File: src/verilog/nar_pkg.sv
/*
  Shared constants and types for the node address readout: address width,
  walk length, field positions of the format check and the timing counts.
  Assumes a 25 MHz system clock; all counts are derived from it here.
*/
package nar_pkg;

  // ==========================================================
  // address format
  localparam int ADDR_W = 48;
  localparam int BYTE0_BIT0_POS = 47;   // byte 0 sent first, its bit 0 is the msb
  localparam int BYTE0_BIT1_POS = 46;
  localparam logic [1:0] BYTE0_LOW_PATTERN = 2'h1;
  localparam logic [ADDR_W-1:0] ZERO_ADDR = 48'h0;

  // ==========================================================
  // walk of the address memory
  localparam int SHIFT_STAGES = 7;
  localparam int STEPS = 128;
  localparam logic [SHIFT_STAGES-1:0] LAST_STEP = 7'h7F;
  localparam logic [SHIFT_STAGES-1:0] FIRST_STEP = 7'h00;
  // steps marked 1 carry the validation constant, the rest carry address bits
  localparam logic [STEPS-1:0] CONST_STEP_MASK_DEF =
    128'hFFFF_FFFF_FFFF_FFFF_FFFF_0000_0000_0000;

  // ==========================================================
  // timing
  localparam int CLK_PERIOD_NS = 40;
  localparam int PROM_ACCESS_NS = 150;  // longest memory access, settle before sample
  localparam int SHIFT_PULSE_NS = 80;   // least width of shift clock and clear
  localparam int SYNC_STAGES = 2;
  localparam int TIMER_W = 4;
  localparam logic [TIMER_W-1:0] ACCESS_CYC =
    TIMER_W'((PROM_ACCESS_NS + CLK_PERIOD_NS - 1) / CLK_PERIOD_NS + SYNC_STAGES);
  localparam logic [TIMER_W-1:0] PULSE_CYC =
    TIMER_W'((SHIFT_PULSE_NS + CLK_PERIOD_NS - 1) / CLK_PERIOD_NS);

  // ==========================================================
  // sequencer states
  typedef enum logic [2:0] {
    NAR_IDLE,
    NAR_CLEAR,
    NAR_SETTLE,
    NAR_SAMPLE,
    NAR_SHIFT,
    NAR_CHECK
  } nar_state_e;

  // format check on a collected address
  function automatic logic nar_format_ok(input logic [ADDR_W-1:0] addr);
    nar_format_ok = ({addr[BYTE0_BIT0_POS], addr[BYTE0_BIT1_POS]} == BYTE0_LOW_PATTERN);
  endfunction : nar_format_ok

endpackage : nar_pkg

File: src/verilog/nar_readout.sv
/*
  Node address readout: walks the external address memory through its
  feedback shift register, collects the burned-in address serially on the
  wire-fault input and answers join requests with the node address.
  Assumes the memory, its shift register and the ring interface sit outside;
  the wire-fault pin is asynchronous and is synchronised here.
*/
// Notes on behaviour
// when a join brings no node address, the 48-bit address read from the memory is supplied.
// the address store outside is a one-time memory of 512 words of 4 bits.
// the burned-in address must hold 01 in bits 0 and 1 of byte 0, else the join fails.
// the address bits sit in the memory's second output column.
// the third and fourth output columns are unused and hold all ones.
// the first output column feeds the shift register that forms the seven low address bits.
// while ring insert is driven low the memory sees only its lower 256 locations.
// when inserted, the value seen equals the ring's wire-fault line.
// each initialization fetches the address, used as station address if the join gives zero.
// presence is found from the validation coding only, and a bad address fails the join.
// the address and validation code appear twice in the upper half, once per wire fault.
// the address arrives serially, bit by bit, through the wire-fault input.
// the memory holds the complement of each address bit since the input is inverted.
// memory address bit 8 is ring insert, bit 7 wire fault, bits 6 to 0 the shift stages.
module nar_readout #(
  parameter logic [nar_pkg::STEPS-1:0] CONST_STEP_MASK = nar_pkg::CONST_STEP_MASK_DEF
) (
  input wire logic clk_sys_in,
  input wire logic rst_b_in,
  input wire logic clk_en_in,
  input wire logic init_start_in,
  input wire logic insert_req_in,
  input wire logic join_req_in,
  input wire logic [nar_pkg::ADDR_W-1:0] join_addr_in,
  input wire logic wire_fault_n_in,
  output logic ring_insert_n_out,
  output logic prom_clear_n_out,
  output logic prom_shift_clk_out,
  output logic wire_fault_seen_out,
  output logic read_busy_out,
  output logic prom_present_out,
  output logic address_valid_out,
  output logic [nar_pkg::ADDR_W-1:0] burned_in_address_out,
  output logic join_done_out,
  output logic join_error_out,
  output logic [nar_pkg::ADDR_W-1:0] node_address_out
);

  // ==========================================================
  // pin synchroniser
  logic wf_meta;
  logic wf_sync;

  // first stage feeds only the second
  always_ff @(posedge clk_sys_in) begin
    if (!rst_b_in) begin
      wf_meta <= 1'b1;
      wf_sync <= 1'b1;
    end else if (clk_en_in) begin
      wf_meta <= wire_fault_n_in;
      wf_sync <= wf_meta;
    end
  end

  // ==========================================================
  // sequencer
  nar_pkg::nar_state_e state;
  nar_pkg::nar_state_e next_state;
  logic [nar_pkg::SHIFT_STAGES-1:0] step;
  logic timer_done;
  logic timer_go;
  logic [nar_pkg::TIMER_W-1:0] timer_len;

  wire logic last_step = (step == nar_pkg::LAST_STEP);
  wire logic const_step = CONST_STEP_MASK[step];
  wire logic idle = (state == nar_pkg::NAR_IDLE);
  wire logic read_go = idle && init_start_in;

  // next state of the walk
  always_comb begin
    next_state = state;
    case (state)
      nar_pkg::NAR_IDLE: begin
        // fetch at init
        if (init_start_in) begin
          next_state = nar_pkg::NAR_CLEAR;
        end
      end
      nar_pkg::NAR_CLEAR: begin
        if (timer_done) begin
          next_state = nar_pkg::NAR_SETTLE;
        end
      end
      nar_pkg::NAR_SETTLE: begin
        if (timer_done) begin
          next_state = nar_pkg::NAR_SAMPLE;
        end
      end
      nar_pkg::NAR_SAMPLE: begin
        next_state = last_step ? nar_pkg::NAR_CHECK : nar_pkg::NAR_SHIFT;
      end
      nar_pkg::NAR_SHIFT: begin
        if (timer_done) begin
          next_state = nar_pkg::NAR_SETTLE;
        end
      end
      default: begin
        next_state = nar_pkg::NAR_IDLE;
      end
    endcase
  end

  // timer starts on entry to each timed phase
  assign timer_go = (next_state != state) &&
                    ((next_state == nar_pkg::NAR_CLEAR) ||
                     (next_state == nar_pkg::NAR_SETTLE) ||
                     (next_state == nar_pkg::NAR_SHIFT));
  assign timer_len = (next_state == nar_pkg::NAR_SETTLE) ? nar_pkg::ACCESS_CYC
                                                         : nar_pkg::PULSE_CYC;

  nar_step_timer u_timer (
    .clk_sys_in(clk_sys_in),
    .rst_b_in(rst_b_in),
    .clk_en_in(clk_en_in),
    .start_in(timer_go),
    .len_in(timer_len),
    .done_out(timer_done)
  );

  // state and step index
  always_ff @(posedge clk_sys_in) begin
    if (!rst_b_in) begin
      state <= nar_pkg::NAR_IDLE;
      step <= nar_pkg::FIRST_STEP;
    end else if (clk_en_in) begin
      state <= next_state;
      if (read_go) begin
        step <= nar_pkg::FIRST_STEP;
      end else if (state == nar_pkg::NAR_SAMPLE) begin
        step <= step + nar_pkg::SHIFT_STAGES'(1);
      end
    end
  end

  // ==========================================================
  // memory control pins
  wire logic next_busy = (next_state != nar_pkg::NAR_IDLE);

  // clear puts the low address bits at zero; a shift edge steps the walk
  always_ff @(posedge clk_sys_in) begin
    if (!rst_b_in) begin
      prom_clear_n_out <= 1'b1;
      prom_shift_clk_out <= 1'b0;
      ring_insert_n_out <= 1'b1;
      read_busy_out <= 1'b0;
      wire_fault_seen_out <= 1'b1;
    end else if (clk_en_in) begin
      prom_clear_n_out <= (next_state != nar_pkg::NAR_CLEAR);
      prom_shift_clk_out <= (next_state == nar_pkg::NAR_SHIFT);
      // low insert keeps the walk away
      ring_insert_n_out <= next_busy || !insert_req_in;
      read_busy_out <= next_busy;
      wire_fault_seen_out <= wf_sync;
    end
  end

  // ==========================================================
  // serial collection
  logic [nar_pkg::ADDR_W-1:0] collect;
  logic const_ok;
  wire logic sampling = (state == nar_pkg::NAR_SAMPLE);

  // pin low reads as a one: the memory holds complements
  always_ff @(posedge clk_sys_in) begin
    if (!rst_b_in) begin
      collect <= '0;
      const_ok <= 1'b0;
    end else if (clk_en_in) begin
      if (read_go) begin
        const_ok <= 1'b1;
      end else if (sampling && const_step) begin
        // validation coding
        const_ok <= const_ok && !wf_sync;
      end else if (sampling) begin
        // one bit per step
        collect <= {collect[nar_pkg::ADDR_W-2:0], !wf_sync};
      end
    end
  end

  // result of a walk; an absent memory leaves the pin high and fails here
  always_ff @(posedge clk_sys_in) begin
    if (!rst_b_in) begin
      prom_present_out <= 1'b0;
      address_valid_out <= 1'b0;
      burned_in_address_out <= '0;
    end else if (clk_en_in) begin
      if (read_go) begin
        prom_present_out <= 1'b0;
        address_valid_out <= 1'b0;
      end else if (state == nar_pkg::NAR_CHECK) begin
        prom_present_out <= const_ok;
        // byte 0 pattern
        address_valid_out <= const_ok && nar_pkg::nar_format_ok(collect);
        // R1 48-bit address kept
        burned_in_address_out <= collect;
      end
    end
  end

  // ==========================================================
  // join requests
  logic join_pend;
  logic [nar_pkg::ADDR_W-1:0] join_addr;
  wire logic serve = idle && join_pend && !init_start_in;
  wire logic use_stored = (join_addr == nar_pkg::ZERO_ADDR);
  // a new request in the serving cycle keeps the flag set
  wire logic next_join_pend = join_req_in || (join_pend && !serve);

  // request latch; the join waits while a walk runs
  always_ff @(posedge clk_sys_in) begin
    if (!rst_b_in) begin
      join_pend <= 1'b0;
      join_addr <= '0;
    end else if (clk_en_in) begin
      join_pend <= next_join_pend;
      if (join_req_in) begin
        join_addr <= join_addr_in;
      end
    end
  end

  // answer: given address, or the stored one when zero was given and it is valid, else zero with error
  always_ff @(posedge clk_sys_in) begin
    if (!rst_b_in) begin
      join_done_out <= 1'b0;
      join_error_out <= 1'b0;
      node_address_out <= '0;
    end else if (clk_en_in) begin
      join_done_out <= serve;
      if (serve) begin
        // zero selects stored
        if (use_stored) begin
          // bad address ends join
          join_error_out <= !address_valid_out;
          node_address_out <= address_valid_out ? burned_in_address_out : nar_pkg::ZERO_ADDR;
        end else begin
          join_error_out <= 1'b0;
          node_address_out <= join_addr;
        end
      end
    end
  end

endmodule : nar_readout

File: src/verilog/nar_step_timer.sv
/*
  Down-counting phase timer for the readout sequencer.
  Assumes start pulses come from logic on the same clock.
*/
module nar_step_timer (
  input wire logic clk_sys_in,
  input wire logic rst_b_in,
  input wire logic clk_en_in,
  input wire logic start_in,
  input wire logic [nar_pkg::TIMER_W-1:0] len_in,
  output logic done_out
);

  // ==========================================================
  // counter
  logic [nar_pkg::TIMER_W-1:0] count;
  logic running;
  wire logic last = running && (count == nar_pkg::TIMER_W'(1));

  // a restart while running simply reloads
  always_ff @(posedge clk_sys_in) begin
    if (!rst_b_in) begin
      count <= '0;
      running <= 1'b0;
      done_out <= 1'b0;
    end else if (clk_en_in) begin
      done_out <= last && !start_in;
      if (start_in) begin
        count <= len_in;
        running <= 1'b1;
      end else if (running) begin
        count <= count - nar_pkg::TIMER_W'(1);
        running <= !last;
      end
    end
  end

endmodule : nar_step_timer
File: config.mk
export PLATFORM = sky130hd
export DESIGN_NAME = nar_readout
export DESIGN_NICKNAME = d
export VERILOG_FILES = /design/src/verilog/nar_pkg.sv /design/src/verilog/nar_readout.sv /design/src/verilog/nar_step_timer.sv
export SDC_FILE = /design/constraint.sdc
export NUM_CORES = 1
export LEC_CHECK = 0
export BUFFER_PORTS_ARGS = -buffer_cell sky130_fd_sc_hd__clkbuf_2
export CAP_MARGIN = 0
export CORE_MARGIN = 5
export CORE_UTILIZATION = 50
export CTS_CLUSTER_SIZE = 20
export DETAILED_ROUTE_END_ITERATION = 16
export GPL_TIMING_DRIVEN = 0
export PLACE_DENSITY_LB_ADDON = 0.12
export SLEW_MARGIN = 15
export SYNTH_ARGS = -nofsm -noshare
export SYNTH_HDL_FRONTEND = slang
export SYNTH_HIERARCHICAL = 1
export SYNTH_SLANG_ARGS = --single-unit
File: constraint.sdc
create_clock -name clk_sys_in -period 2.3 [get_ports clk_sys_in]
set_input_delay 0.115 -clock clk_sys_in [delete_from_list [all_inputs] [get_ports clk_sys_in]]
set_output_delay 0.115 -clock clk_sys_in [all_outputs]
set_load 0.03 [all_outputs]
==> impl_metrics.ini <==
[power_and_ir_drop]
comb_power_share_pct = 6.4
p_sw_share_pct = 23.02
p_int_mw = 6.023
powerDensity_nw_per_um2 = 719.8
seqPwrFrac_pct = 50.6
leakage_nw = 4.333
switchingPower_mw = 1.801
ir_drop_mv = 0.6372
clockPowerShare_pct = 43.0

[detailed_routing]
drc = 0
vias_per_cell = 5.289
drt-total-wl_mm = 24.55
ant_nets = 0
wl_per_cell_um = 16.22
drt_iter0_drc = 494
num_vias = 8002
drt_first_pass_iters = 5

[floorplan]
coreArea_um2 = 16700
die_h_um = 140.9
die_area_um2 = 19850
die_w_um = 140.9
initial_core_util_pct = 51.30
rows = 47
boundaryPins = 160

[setup_path]
crit_type = flop to flop
crit_chain = buf_2 -> nor4b_4 -> nand3b_1 -> buf_2 -> or4_4 -> buf_6 -> buf_6 -> o22ai_1
worstReg2RegStart = state[1]
crit_fanout = 10
rr_worst_depth = 8
cp_slowest_stage_delay_ns = 0.62
cp-start-kind = flop
critPathTopFamily = simple AND/OR/NAND/NOR gates
crit_arrival_ns = 2.61
cp_slowest_cell = or4_4
cp_num_buf_inv = 4
r2r_slack_ns = 0.11
rr_endpoint = node_address_out[45]
cp_data_required_time_ns = 2.72
critPathCaptureType = flop

[cts]
cts_tree = built
clk_pin_slew_ns = 0.06
cts.htree.levels = 1
cts_sinks = 222
root_buffer = clkbuf_16
clockBufferDepth = 3
cts_inserted_buffers = 23
clkLatencyLatePin_ns = 0.50

[sta]
fin_crit_ns = 2.185
tightest_slew_ns = 0.8422
hold-worst-slack_ns = 0.03463
rsz0062_at_grt = no
fmaxAchievable_mhz = 457.6
worst_clock_skew_ns = 0.01702
drv_slew = 0
setup_viol = 0
finalHoldViolations = 0
layout_worst_path_cycle_share_pct = 95.01
maxSlewHeadroom_pct = 43.85

[final_layout]
area_growth_pct = 26.87
fillers = 1490
antennaDiodeCount = 0
fin_cells = 1513
nNetsFinal = 1337
utilization_pct = 65.08
drive_gt1_share_pct = 16.94
post-route-cell-area_um2 = 10870

[grt]
gr-total-overflow = 0
grt_use_total_pct = 24.21
antenna_found_initial = 0
grt_max_degree = 15
grt_pass1_vias = 7597
grt_pass1_wl_mm = 39.74

[hold_path]
holdPathStages = 3
hold_end = u_timer/count[0]
min_path_type = input port to flop
hp-start = clk_en_in

[yosys]
avgSynthCellArea_um2 = 8.222
yosysSeqAreaShare_pct = 51.88
synth_top_area_share_pct = 51.88
postSynthCellCount = 1042
async_flop_share_pct = 0
synth_enable_flop_cells = 0
yosysWarnings = 6
synthTopCellsByArea = dfxtp_1 (52%), nand2_1 (15%), a21oi_1 (9.5%)
synth_ff_type = dfxtp_1
synth_cell_types = 52
synth-seq-cells = 222
yosys.area.top_type = dfxtp_1
synth_area_um2 = 8567

[placement]
io_buffers = 159
placed_cell_area_um2 = 9646
placed_cells = 1423
place_congestion = 0.8638
place_hpwl_mm = 17.73

[status]
status = finished, final reports clean

[job]
cap_violations = 0
## power groups by stage
stage                     combinational, mW  clock, mW  sequential [mW]
after floorplan                       0.251          0             4.04
after global placement                0.418          0             4.04
after detailed placement              0.422          0             4.04
after CTS                             0.496       3.43             3.96
after global routing                  0.555       3.60             3.96
final                                 0.502       3.36             3.96
## kinds of logic (layout without fill, tap and decap cells)
logic type | Yosys count | after routing | synth area share (%)
AND/OR/NAND/NOR | 420 | 420 | 20.46
buffers and inverters | 93 | 342 | 4.425
multiplexers | 53 | 53 | 6.193
AO/OA/AOI/OAI | 246 | 246 | 16.21
XOR/XNOR | 3 | 3 | 0.3068
flip-flops | 222 | 222 | 51.88
adder cells (fa/ha/maj) | 3 | 3 | 0.4382
other | 2 | 4 | 0.08766
## per-stage QoR
stage	total power, mW	setup WS (ns)	setup TNS, ns
floorplan	4.290	0.2292	0
finish	7.824	0.1148	0
detailed placement	4.462	-0.1696	-3.748
global route	8.115	0.008195	0
global placement	4.458	-0.1400	-3.401
CTS	7.880	0.004649	0
## Yosys cell counts (all sizes together), types with 4 or more instances
cell type  number
nand3           8
nand2         353
nand4           5
nor2           16
inv            10
o22ai          50
clkbuf         60
mux2i          53
buf            22
nor4           12
nor3            4
a211oi          6
a21oi         162
and2            5
dfxtp         222
o21ai          10
## worst max path at each step
stage / start / to / slack, ns / cells past startpoint
after floorplan: state[0] / node_address_out[37] / 0.23 / 9
final: state[1] / node_address_out[45] / 0.11 / 8
after detailed placement: state[2] / node_address_out[25] / -0.17 / 8
after global placement: join_addr[5] / node_address_out[43] / -0.14 / 7
after global routing: join_addr[43] / node_address_out[45] / 0.008 / 6
after CTS: state[2] / node_address_out[45] / 0.005 / 8
## routing by layer
layer	part of all wire [%]	vias to the layer above	track usage, %
li1	-	4010	-
met1	45	3725	33.29
met2	47	226	40.27
met3	5.8	41	3.894
met4	2.1	0	5.507
met5	0	-	0
## timing repair
action / CTS / global route
cloned: 0 / 0
setup buffers: 1 / 0
setup endpoints to repair: 59 / 74
endpoints found under the hold margin: 53 / 0
pin swaps: 1 / 0
resized for setup: 4 / 11
hold buffers: 52 / 0
## worst register-to-register path, cell delays in order (launching register included)
cell and delay [ns]:
dfxtp_1 0.29, buf_2 0.17, nor4b_4 0.29, nand3b_1 0.09, buf_2 0.21, or4_4 0.62
buf_6 0.19, buf_6 0.15, o22ai_1 0.11
## state kept, by name, indices dropped and copies added, names as in the netlist, 3 cells and up
name                   count
step                       7
node_address_out          48
join_addr                 48
u_timer/count              4
state                      3
collect                   48
burned_in_address_out     48
## layout by cell type, fill, tap and decap left out, drive strengths merged, types with 6 or more instances in the layout
master | netlist | layout
a21oi | 162 | 162
nand3 | 8 | 8
o21ai | 10 | 10
inv | 10 | 10
nor4 | 12 | 12
dfxtp | 222 | 222
a211oi | 6 | 6
nor2 | 16 | 16
nand2 | 353 | 353
o22ai | 50 | 50
buf | 22 | 22
clkbuf | 60 | 250
mux2i | 53 | 53
dlygate4sd3 | 0 | 52
## final cells by class
| cell class | count | area (um2) | share of cell area, % |
|---|---|---|---|
| tap | 220 | 275.3 | 2.533 |
| buffer | 80 | 339.1 | 3.120 |
| clock buffer | 32 | 629.4 | 5.790 |
| timing repair buffer | 212 | 1324 | 12.18 |
| sequential | 222 | 4444 | 40.89 |
| inverter | 11 | 41.29 | 0.3799 |
| multi-input combinational | 729 | 3774 | 34.72 |
| clock inverter | 7 | 42.54 | 0.3914 |
(Power assumes the default switching activity.)
